**src/shared/irqz_consts.vh**
```
// Register offsets, field positions, reset values and timing counts
`ifndef IRQZ_CONSTS_VH
`define IRQZ_CONSTS_VH

`define IRQZ_OFS_COUNT2 8'h00
`define IRQZ_OFS_MASK0 8'h04
`define IRQZ_OFS_STAT0 8'h08
`define IRQZ_OFS_COMMAND_DATA_OUTPUT_REGISTER 8'h0C
`define IRQZ_OFS_SERIAL_POLL_MODE_REGISTER 8'h10
`define IRQZ_OFS_CTRL 8'h14
`define IRQZ_OFS_LINES 8'h18

`define IRQZ_MASK0_RESET 8'h80
`define IRQZ_MASK0_WMASK 8'hED
`define IRQZ_COUNT2_RESET 8'h80
`define IRQZ_COUNT2_WMASK 8'h21

`define IRQZ_B_GLOBAL 7
`define IRQZ_B_STATUS_BYTE_OUT_FLAG 6
`define IRQZ_B_NL 5
`define IRQZ_B_EOS 4
`define IRQZ_B_IFC 3
`define IRQZ_B_ATN 2
`define IRQZ_B_SYNC 0
`define IRQZ_B_SLOW 5
`define IRQZ_B_MODIFIER 0
`define IRQZ_B_RSV 6

`define IRQZ_NEWLINE 7'h0A

`define IRQZ_CLK_PERIOD_NS 10
`define IRQZ_SLOW_NS 400
`define IRQZ_SLOW_CYC ((`IRQZ_SLOW_NS + `IRQZ_CLK_PERIOD_NS - 1) / `IRQZ_CLK_PERIOD_NS)

`define IRQZ_RESP_OKAY 2'b00
`define IRQZ_RESP_SLVERR 2'b10

`endif

```
**src/core/irqz_status_zero.v**
```verilog
// Status/mask register pair zero, slow-handshake filter and AXI4-Lite slave
//
// The AXI4-Lite slave port and the register addresses were decided locally.
`timescale 1ns/1ps
`default_nettype none
`include "irqz_consts.vh"

// Notes on behaviour
// - With slow handshake on, NRFD/NDAC release counts only after 400 ns steady.
// - Modifier bit 0 of count register two changes meaning of frequency bits.
// - Status bits set and clear independently of mask enables, except the set of bit 6 and the set and clear of bit 4 (mask bits 6 and 5).
// - Status set arising during a status read waits until the read ends.
// - Reset clears mask register except global enable, which becomes one.
// - Interrupt requested when a status condition meets its set enable.
// - Global enable at mask bit 7 gates the interrupt pin.
// - Status bit 7 mirrors nba, set by every write to the output register that enables byte lane 0.
// - nba clears on pon, nbaf, NTNL with SIDS, or STRS.
// - Status-byte-out enable low: rsv in serial poll register requests service.
// - Enable high: rsv only by reqt; host writes poll response byte.
// - Status-byte-out flag sets on enable and SPAS; clears pon, poll write, no SPAS.
// - New-line flag sets on accepted newline; clears on pon or other byte.
// - Mask register holds bits 7,6,5,3,2,0; bits 4 and 1 read zero.
// - Status register bit layout; bit 1 reads zero here.
// - New-line end enable makes newline an end-of-string byte, as EOI.
// - Interface-clear flag sets on IFC; clears pon, read unless inhibited, command.
// - Attention flag sets on ATN; clears pon, read unless inhibited, command.
// - Sync flag sets on handshake completion; interrupts with its enable.
module irqz_status_zero (
	input wire CORE_CLK,
	input wire RESET,
	input wire CLK_EN,
	input wire [7:0] S_AXI_AWADDR,
	input wire S_AXI_AWVALID,
	output wire S_AXI_AWREADY,
	input wire [31:0] S_AXI_WDATA,
	input wire [3:0] S_AXI_WSTRB,
	input wire S_AXI_WVALID,
	output wire S_AXI_WREADY,
	output reg [1:0] S_AXI_BRESP,
	output reg S_AXI_BVALID,
	input wire S_AXI_BREADY,
	input wire [7:0] S_AXI_ARADDR,
	input wire S_AXI_ARVALID,
	output wire S_AXI_ARREADY,
	output reg [31:0] S_AXI_RDATA,
	output reg [1:0] S_AXI_RRESP,
	output reg S_AXI_RVALID,
	input wire S_AXI_RREADY,
	input wire PON,
	input wire NBAF,
	input wire NTNL,
	input wire SIDS,
	input wire STRS,
	input wire SPAS,
	input wire LACS,
	input wire ACDS,
	input wire [7:0] DIO_IN,
	input wire REOS_EOS_MATCH,
	input wire IFC_LINE,
	input wire ATN_LINE,
	input wire HANDSHAKE_DONE,
	input wire NRFD_LINE,
	input wire NDAC_LINE,
	input wire REQT_CMD,
	output reg NRFD_FILT,
	output reg NDAC_FILT,
	output reg COUNT_MODIFIER,
	output reg SLOW_ENABLE,
	output reg [7:0] COMMAND_DATA_OUTPUT_REGISTER_DATA,
	output reg [7:0] SPOLL_BYTE,
	output reg RSV_REQUEST,
	output reg END_DETECT,
	output reg INT_OUT
);

////////////////////////////////////////////////////////////////////////////////

function [7:0] lane_merge;
	input [7:0] old;
	input [31:0] wd;
	input [3:0] strb;
	begin
		lane_merge = strb[0] ? wd[7:0] : old;
	end
endfunction

function [7:0] word_addr;
	input [7:0] a;
	begin
		word_addr = {a[7:2], 2'b00};
	end
endfunction

// Rounded up so the release hold never falls short of the required time
localparam integer SLOW_CYC_I = `IRQZ_SLOW_CYC;
localparam [5:0] SLOW_CYC = SLOW_CYC_I[5:0];

reg [7:0] mask0_ff;
reg [7:0] count2_ff;
reg [7:0] status_ff;
reg [7:0] serial_poll_mode_register_ff;
reg status_clear_inhibit_ff;
reg [7:0] pend_ff;
reg ifc_q_ff;
reg atn_q_ff;
reg aw_ff;
reg w_ff;
reg [7:0] awaddr_ff;
reg [31:0] wdata_ff;
reg [3:0] wstrb_ff;
reg [7:0] nxt_status;
reg [7:0] nxt_pend;
reg [7:0] set_ev;
reg [7:0] clr_ev;
reg rsv_lvl_ff;

////////////////////////////////////////////////////////////////////////////////
// AXI4-Lite slave: address and data latched separately, response after both

// Readies drop while frozen so no beat is taken and then lost
assign S_AXI_AWREADY = CLK_EN && !aw_ff && !S_AXI_BVALID;
assign S_AXI_WREADY = CLK_EN && !w_ff && !S_AXI_BVALID;
assign S_AXI_ARREADY = CLK_EN && !S_AXI_RVALID;

wire do_write = aw_ff && w_ff && !S_AXI_BVALID;
wire do_read = S_AXI_ARVALID && S_AXI_ARREADY;
wire rd_stat = do_read && (word_addr(S_AXI_ARADDR) == `IRQZ_OFS_STAT0);
wire wr_sel_command_data_output_register = do_write && (awaddr_ff == `IRQZ_OFS_COMMAND_DATA_OUTPUT_REGISTER) && wstrb_ff[0];
wire wr_sel_serial_poll_mode_register = do_write && (awaddr_ff == `IRQZ_OFS_SERIAL_POLL_MODE_REGISTER) && wstrb_ff[0];
wire wr_ctrl = do_write && (awaddr_ff == `IRQZ_OFS_CTRL);
wire clr_ifc_cmd = wr_ctrl && wstrb_ff[0] && wdata_ff[1];
wire clr_atn_cmd = wr_ctrl && wstrb_ff[0] && wdata_ff[2];

wire known_w = (awaddr_ff == `IRQZ_OFS_COUNT2) || (awaddr_ff == `IRQZ_OFS_MASK0) ||
	(awaddr_ff == `IRQZ_OFS_COMMAND_DATA_OUTPUT_REGISTER) || (awaddr_ff == `IRQZ_OFS_SERIAL_POLL_MODE_REGISTER) ||
	(awaddr_ff == `IRQZ_OFS_CTRL);

always @(posedge CORE_CLK) begin
	if (RESET) begin
		aw_ff <= 1'b0;
		w_ff <= 1'b0;
		awaddr_ff <= 8'h00;
		wdata_ff <= 32'h00000000;
		wstrb_ff <= 4'h0;
		S_AXI_BVALID <= 1'b0;
		S_AXI_BRESP <= 2'b00;
		S_AXI_RVALID <= 1'b0;
		S_AXI_RRESP <= 2'b00;
		S_AXI_RDATA <= 32'h00000000;
	end else if (CLK_EN) begin
		if (S_AXI_AWVALID && S_AXI_AWREADY) begin
			aw_ff <= 1'b1;
			awaddr_ff <= word_addr(S_AXI_AWADDR);
		end
		if (S_AXI_WVALID && S_AXI_WREADY) begin
			w_ff <= 1'b1;
			wdata_ff <= S_AXI_WDATA;
			wstrb_ff <= S_AXI_WSTRB;
		end
		if (do_write) begin
			aw_ff <= 1'b0;
			w_ff <= 1'b0;
			S_AXI_BVALID <= 1'b1;
			S_AXI_BRESP <= known_w ? `IRQZ_RESP_OKAY : `IRQZ_RESP_SLVERR;
		end else if (S_AXI_BVALID && S_AXI_BREADY) begin
			S_AXI_BVALID <= 1'b0;
		end
		if (do_read) begin
			S_AXI_RVALID <= 1'b1;
			S_AXI_RRESP <= `IRQZ_RESP_OKAY;
			case (word_addr(S_AXI_ARADDR))
				`IRQZ_OFS_STAT0: begin
					S_AXI_RDATA <= {24'h000000, status_ff};
				end
				`IRQZ_OFS_LINES: begin
					S_AXI_RDATA <= {28'h0000000, SLOW_ENABLE, NDAC_FILT, NRFD_FILT, status_clear_inhibit_ff};
				end
				`IRQZ_OFS_COUNT2, `IRQZ_OFS_MASK0, `IRQZ_OFS_COMMAND_DATA_OUTPUT_REGISTER, `IRQZ_OFS_SERIAL_POLL_MODE_REGISTER,
				`IRQZ_OFS_CTRL: begin
					// Write-only registers read as zero
					S_AXI_RDATA <= 32'h00000000;
				end
				default: begin
					S_AXI_RDATA <= 32'h00000000;
					S_AXI_RRESP <= `IRQZ_RESP_SLVERR;
				end
			endcase
		end else if (S_AXI_RVALID && S_AXI_RREADY) begin
			S_AXI_RVALID <= 1'b0;
		end
	end
end

////////////////////////////////////////////////////////////////////////////////
// Write-only control registers

always @(posedge CORE_CLK) begin
	if (RESET) begin
		mask0_ff <= `IRQZ_MASK0_RESET;
		count2_ff <= `IRQZ_COUNT2_RESET;
		serial_poll_mode_register_ff <= 8'h00;
		COMMAND_DATA_OUTPUT_REGISTER_DATA <= 8'h00;
		status_clear_inhibit_ff <= 1'b0;
	end else if (CLK_EN && do_write) begin
		case (awaddr_ff)
			`IRQZ_OFS_MASK0: begin
				mask0_ff <= lane_merge(mask0_ff, wdata_ff, wstrb_ff) & `IRQZ_MASK0_WMASK;
			end
			`IRQZ_OFS_COUNT2: begin
				count2_ff <= (lane_merge(count2_ff, wdata_ff, wstrb_ff) & `IRQZ_COUNT2_WMASK) |
					`IRQZ_COUNT2_RESET;
			end
			`IRQZ_OFS_COMMAND_DATA_OUTPUT_REGISTER: begin
				COMMAND_DATA_OUTPUT_REGISTER_DATA <= lane_merge(COMMAND_DATA_OUTPUT_REGISTER_DATA, wdata_ff, wstrb_ff);
			end
			`IRQZ_OFS_SERIAL_POLL_MODE_REGISTER: begin
				serial_poll_mode_register_ff <= lane_merge(serial_poll_mode_register_ff, wdata_ff, wstrb_ff);
			end
			`IRQZ_OFS_CTRL: begin
				if (wstrb_ff[0]) begin
					status_clear_inhibit_ff <= wdata_ff[0];
				end
			end
			default: begin
				mask0_ff <= mask0_ff;
			end
		endcase
	end
end

////////////////////////////////////////////////////////////////////////////////
// Slow-handshake release filter for NRFD and NDAC

// Assertion passes at once; release needs a steady run when slow mode is on
reg [5:0] nrfd_cnt_ff;
reg [5:0] ndac_cnt_ff;

always @(posedge CORE_CLK) begin
	if (RESET) begin
		nrfd_cnt_ff <= 6'h00;
		ndac_cnt_ff <= 6'h00;
		NRFD_FILT <= 1'b0;
		NDAC_FILT <= 1'b0;
		SLOW_ENABLE <= 1'b0;
		COUNT_MODIFIER <= 1'b0;
	end else if (CLK_EN) begin
		SLOW_ENABLE <= count2_ff[`IRQZ_B_SLOW];
		COUNT_MODIFIER <= count2_ff[`IRQZ_B_MODIFIER];
		if (NRFD_LINE) begin
			nrfd_cnt_ff <= 6'h00;
			NRFD_FILT <= 1'b1;
		end else if (!count2_ff[`IRQZ_B_SLOW] || nrfd_cnt_ff >= SLOW_CYC - 6'h01) begin
			NRFD_FILT <= 1'b0;
		end else begin
			nrfd_cnt_ff <= nrfd_cnt_ff + 6'h01;
		end
		if (NDAC_LINE) begin
			ndac_cnt_ff <= 6'h00;
			NDAC_FILT <= 1'b1;
		end else if (!count2_ff[`IRQZ_B_SLOW] || ndac_cnt_ff >= SLOW_CYC - 6'h01) begin
			NDAC_FILT <= 1'b0;
		end else begin
			ndac_cnt_ff <= ndac_cnt_ff + 6'h01;
		end
	end
end

////////////////////////////////////////////////////////////////////////////////
// Status register zero

wire newline_hit = (DIO_IN[6:0] == `IRQZ_NEWLINE);
wire accept = LACS && ACDS;

always @* begin
	set_ev = 8'h00;
	clr_ev = 8'h00;
	set_ev[7] = wr_sel_command_data_output_register;
	clr_ev[7] = PON || NBAF || (NTNL && SIDS) || STRS;
	// Level set outlasts a poll-register write while the poll is active
	set_ev[`IRQZ_B_STATUS_BYTE_OUT_FLAG] = mask0_ff[`IRQZ_B_STATUS_BYTE_OUT_FLAG] && SPAS;
	clr_ev[`IRQZ_B_STATUS_BYTE_OUT_FLAG] = PON || wr_sel_serial_poll_mode_register || !SPAS;
	set_ev[`IRQZ_B_NL] = accept && newline_hit;
	clr_ev[`IRQZ_B_NL] = PON || (accept && !newline_hit);
	set_ev[`IRQZ_B_EOS] = accept && (REOS_EOS_MATCH ||
		(mask0_ff[`IRQZ_B_NL] && newline_hit));
	clr_ev[`IRQZ_B_EOS] = PON || (accept && !set_ev[`IRQZ_B_EOS]);
	set_ev[`IRQZ_B_IFC] = IFC_LINE && !ifc_q_ff;
	clr_ev[`IRQZ_B_IFC] = PON || (rd_stat && !status_clear_inhibit_ff) || clr_ifc_cmd;
	set_ev[`IRQZ_B_ATN] = ATN_LINE && !atn_q_ff;
	clr_ev[`IRQZ_B_ATN] = PON || (rd_stat && !status_clear_inhibit_ff) || clr_atn_cmd;
	set_ev[`IRQZ_B_SYNC] = HANDSHAKE_DONE;
	clr_ev[`IRQZ_B_SYNC] = PON || accept || wr_sel_command_data_output_register;
	// Sets arising in the read cycle are parked and applied one cycle later
	nxt_pend = rd_stat ? (set_ev | pend_ff) : 8'h00;
	nxt_status = rd_stat ? (status_ff & ~clr_ev) :
		((status_ff & ~clr_ev) | set_ev | pend_ff);
	nxt_status[1] = 1'b0;
end

always @(posedge CORE_CLK) begin
	if (RESET) begin
		status_ff <= 8'h00;
		pend_ff <= 8'h00;
		ifc_q_ff <= 1'b0;
		atn_q_ff <= 1'b0;
		END_DETECT <= 1'b0;
	end else if (CLK_EN) begin
		status_ff <= nxt_status;
		pend_ff <= nxt_pend & ~{8{PON}};
		ifc_q_ff <= IFC_LINE;
		atn_q_ff <= ATN_LINE;
		END_DETECT <= set_ev[`IRQZ_B_EOS];
	end
end

////////////////////////////////////////////////////////////////////////////////
// Service request, serial poll byte and interrupt output

always @(posedge CORE_CLK) begin
	if (RESET) begin
		rsv_lvl_ff <= 1'b0;
		RSV_REQUEST <= 1'b0;
		SPOLL_BYTE <= 8'h00;
		INT_OUT <= 1'b0;
	end else if (CLK_EN) begin
		if (mask0_ff[`IRQZ_B_STATUS_BYTE_OUT_FLAG]) begin
			if (REQT_CMD) begin
				rsv_lvl_ff <= 1'b1;
			end else if (SPAS) begin
				rsv_lvl_ff <= 1'b0;
			end
		end else begin
			rsv_lvl_ff <= 1'b0;
		end
		RSV_REQUEST <= mask0_ff[`IRQZ_B_STATUS_BYTE_OUT_FLAG] ? rsv_lvl_ff :
			serial_poll_mode_register_ff[`IRQZ_B_RSV];
		SPOLL_BYTE <= serial_poll_mode_register_ff;
		// Bit 5 of the mask is an end enable, not an interrupt enable
		INT_OUT <= mask0_ff[`IRQZ_B_GLOBAL] &&
			(|(status_ff & mask0_ff & 8'h4D));
	end
end

endmodule
`default_nettype wire

```
**config.mk**
```make
export PLATFORM = sky130hd
export DESIGN_NAME = irqz_status_zero
export DESIGN_NICKNAME = d
export VERILOG_FILES = /design/src/core/irqz_status_zero.v
export VERILOG_INCLUDE_DIRS = /design/src /design/src/shared
export SDC_FILE = /design/constraint.sdc
export NUM_CORES = 1
export LEC_CHECK = 0
export ABC_AREA = 1
export BUFFER_PORTS_ARGS = -buffer_cell sky130_fd_sc_hd__buf_2
export CAP_MARGIN = 20
export CORE_UTILIZATION = 54
export DETAILED_ROUTE_END_ITERATION = 10
export GPL_TIMING_DRIVEN = 0
export PLACE_DENSITY = 0.85
export SLEW_MARGIN = 10
export SYNTH_ARGS = -nofsm -noshare
export SYNTH_HDL_FRONTEND = slang
export SYNTH_SLANG_ARGS = --single-unit
```
**constraint.sdc**
```tcl
create_clock -name CORE_CLK -period 2.1 [get_ports CORE_CLK]
set_clock_uncertainty 0.1 [all_clocks]
set_input_delay 0.105 -clock CORE_CLK [delete_from_list [all_inputs] [get_ports CORE_CLK]]
set_output_delay 0.105 -clock CORE_CLK [all_outputs]
set_load 0.05 [all_outputs]
```
==> results by group <==
Global route
  – GR met3 Demand/Resource: 4.52%
  – Met2 global-route usage: 48.2%
  – Busiest layer in global routing: met2
  – Vias in the first global route: 3981
  – Largest net degree at the start of global routing: 16
  – First-pass GRT wire length: 18600 µm
  – Total gr overflow: 0
  – Total GRT Usage: 28.1%
  – Antenna violations before repair: 0
  – Met1 global-route usage: 35.3%

Routing
  – First DRT Iteration DRCs: 404
  – DRT Wirelength: 11200 µm
  – Routed wire length per instance: 13.6 µm
  – Total number of vias: 4240
  – DRT Pass-1 Iters: 5
  – Via density: 5.15
  – Post-route ant nets: 0
  – # DRC: 0

Timing
  – Max Slew Vio Count: 0
  – Final setup vio count: 0
  – Max-slew headroom: 57.7%
  – Setup_tns: 0 ns
  – RSZ-0062 raised after global routing: no
  – Final period util: 91.1%
  – Fmax: 0.522 GHz
  – Final hold slack: 0.0176 ns
  – Hold Fails Final Rpt: 0
  – Slew @ Worst Pin: 0.634 ns
  – Period minus WS final: 1.91 ns

Synthesis
  – Syn Inst Count: 568
  – Mapped cell area: 4290 µm²
  – Synthesis Warnings: 0
  – Netlist cell types: 37
  – Syn avg cell area: 7.55 µm²
  – Sequential-to-total area share from yosys stat: 45.8%
  – #FFs+latches synth: 98

CTS
  – CTS sink cnt: 98
  – TritonCTS Buffers: 9
  – Clock Path Buffers: 2
  – Setup bufs post-CTS: 0
  – Root Driver: clkbuf_8
  – Worst-Skew Late Latency: 0.37 ns
  – CTS tree: done
  – CTS resizes: 0
  – CTS H-tree lvls: 3
  – Clock slew seen by the registers of the worst setup and hold paths: 0.09 ns

Flow run
  – Max-cap violations: 0

Place
  – Placed insts: 781
  – Post-detail-place hpwl: 8030 µm
  – Dpl cell area: 4940 µm²
  – GP Congestion: 0.924
  – Input/output buffers: 86

Die
  – Die width: 91.1 µm
  – Die span in y: 91.1 µm
  – I/O pin cnt: 147
  – DIE AREA: 8300 µm²
  – CORE AREA: 7690 µm²
  – Initial core utilization: 55.8%
  – # rows: 32

Power
  – Max VDD drop: 0.666 mV
  – Static leakage: 2.57 nW
  – PD cells: 742 nW/µm²

Setup path
  – Crit. End Element: register
  – R2r setup slk: 0.33 ns
  – Largest fanout on the critical path: 2
  – Required @ worst endpoint: 2.32 ns
  – CP arrival: 2.13 ns
  – Most frequent CP cell: dlygate4sd3_1
  – Crit path launch type: input port
  – Launch point of the worst reg-to-reg path: S_AXI_RVALID
  – Slowest stage cell, crit path: dlygate4sd3_1
  – Reg2reg end: S_AXI_RRESP[1]
  – Critical path cell sequence: dlygate4sd3_1 -> buf_2 -> nand3_1 -> dlygate4sd3_1 -> a41oi_1 -> dlygate4sd3_1
  – Critical path origin: S_AXI_ARADDR[2]
  – Delay-heaviest family, CP: buffers and inverters
  – Reg2reg path depth: 6
  – Crit path kind: input port to register
  – Worst stage delay on the critical path: 0.56 ns
  – WP depth: 6
  – Worst setup path end: S_AXI_RRESP[1]
  – CP bufs+invs: 4

Worst hold path
  – Min-delay worst type: input port to register

Finish
  – Fin cells: 823
  – Share of cells above drive strength 1: 22.2%
  – Area growth, synth to finish: 27.4%
  – Post-layout util: 71.1%
  – Fin area: 5460 µm²
  – Fin nets: 802
  – # diodes: 0

Run status
  – Status: complete, no violations
[worst min path at each step]
stage                          from           end  slack (ns)  depth (start not counted)
global route                 CLK_EN          w_ff        0.04                          4
global placement     S_AXI_WDATA[1]   wdata_ff[1]        0.25                          3
detailed placement  S_AXI_AWADDR[6]  awaddr_ff[6]        0.27                          3
finish               REOS_EOS_MATCH    END_DETECT        0.02                          5
CTS                        REQT_CMD    rsv_lvl_ff        0.02                          5
floorplan            S_AXI_WDATA[1]   wdata_ff[1]        0.15                          2
[worst register-to-register path, stage by stage (launching register included)]
cell and delay (ns):
dfxtp_1 0.37, nor2_4 0.15, nand2_2 0.10, inv_1 0.17
o21ai_0 0.10, a41oi_1 0.17, dlygate4sd3_1 0.56
[layout by cell type (no fill, tap or decap), drive strengths merged]
cell	n
a211oi	12
a21oi	56
a22o	1
a22oi	3
a31oi	1
a41oi	1
and3	1
buf	121
bufinv	3
clkbuf	23
clkinv	3
conb	26
dfxtp	98
dlygate4sd3	27
ha	2
inv	60
nand2	94
nand3	26
nand4	3
nor2	89
nor3	4
o211ai	6
o21ai	57
o21bai	3
o22ai	1
[stage by stage]
stage	worst slack, ns	total power [mW]
finish	0.186	4.06
global route	0.138	4.19
CTS	0.219	4.03
detailed placement	0.480	2.54
global placement	0.502	2.53
floorplan	0.163	2.40
[repair_timing]
item | CTS | global route
endpoints found under the setup margin | 0 | 0
endpoints found under the hold margin | 27 | 0
hold buffers | 27 | 0
[metal layers]
layer | up-vias | routed length (µm)
li1 | 2091 | -
met1 | 1951 | 4770
met2 | 167 | 5490
met3 | 31 | 672
met4 | 0 | 262
met5 | - | 0
[flip-flops by register name, summed over array words and instances, names as in the netlist, 2 cells and up]
signal and cells:
mask0_ff 6, ndac_cnt_ff 6, count2_ff 2, nrfd_cnt_ff 6, pend_ff 7, serial_poll_mode_register_ff 8, COMMAND_DATA_OUTPUT_REGISTER_DATA 8, awaddr_ff 6
wdata_ff 8, S_AXI_RDATA 8, SPOLL_BYTE 8, status_ff 7
[layout make-up]
class,count,area (µm²)
Buffer,47,308
Timing Repair Buffer,113,701
Tap cell,102,128
Sequential cell,98,1960
Inverter,62,239
Fill cell,629,2220
Multi-Input combinational cell,386,1880
Clock buffer,11,151
Clock inverter,4,98.8
[cells in the mapped netlist]
library cell / count / area share, %
buf_2: 3 / 0.35
o21ai_0: 52 / 6.1
clkbuf_1: 12 / 1.1
inv_4: 2 / 0.29
a211oi_1: 10 / 1.8
buf_1: 2 / 0.18
nand3_1: 26 / 3.0
dfxtp_1: 98 / 46
inv_1: 57 / 5.0
nor2_4: 4 / 1.1
o21bai_1: 3 / 0.53
o211ai_1: 6 / 1.1
nor2_1: 76 / 6.7
a22oi_1: 3 / 0.53
ha_1: 2 / 0.58
nor2_8: 2 / 0.93
a31oi_1: 1 / 0.15
a21oi_1: 56 / 6.5
nor2_2: 7 / 1.0
o22ai_1: 1 / 0.15
and3_1: 1 / 0.15
nand2_2: 4 / 0.58
o21ai_1: 5 / 0.58
buf_4: 26 / 4.6
nor3_1: 3 / 0.35
clkinv_1: 1 / 0.087
nand2_4: 1 / 0.26
inv_2: 1 / 0.087
a22o_1: 1 / 0.20
a41oi_1: 1 / 0.20
conb_1: 1 / 0.087
nor3_2: 1 / 0.23
buf_6: 4 / 1.1
a211oi_2: 2 / 0.58
nand2_1: 89 / 7.8
nand4_1: 3 / 0.44
clkinv_2: 1 / 0.12
[where the power goes]
part | internal [mW] | switching (mW)
Combinational | 0.188 | 0.418
Clock | 0.852 | 0.653
Sequential | 1.91 | 0.0339
Total | 2.95 | 1.11
[cell families (layout without fill, tap and decap cells)]
| kind of cell | Yosys count | count (layout) | synth area share, % |
|---|---|---|---|
| AND/OR/NAND/NOR | 217 | 217 | 22.5 |
| AO/OA/AOI/OAI | 141 | 141 | 18.3 |
| buffers and inverters | 109 | 237 | 12.8 |
| flip-flops | 98 | 98 | 45.8 |
| adder cells (fa/ha/maj) | 2 | 2 | 0.584 |
| other | 1 | 26 | 0.0875 |
No activity file was read; power rests on OpenSTA's default activity.
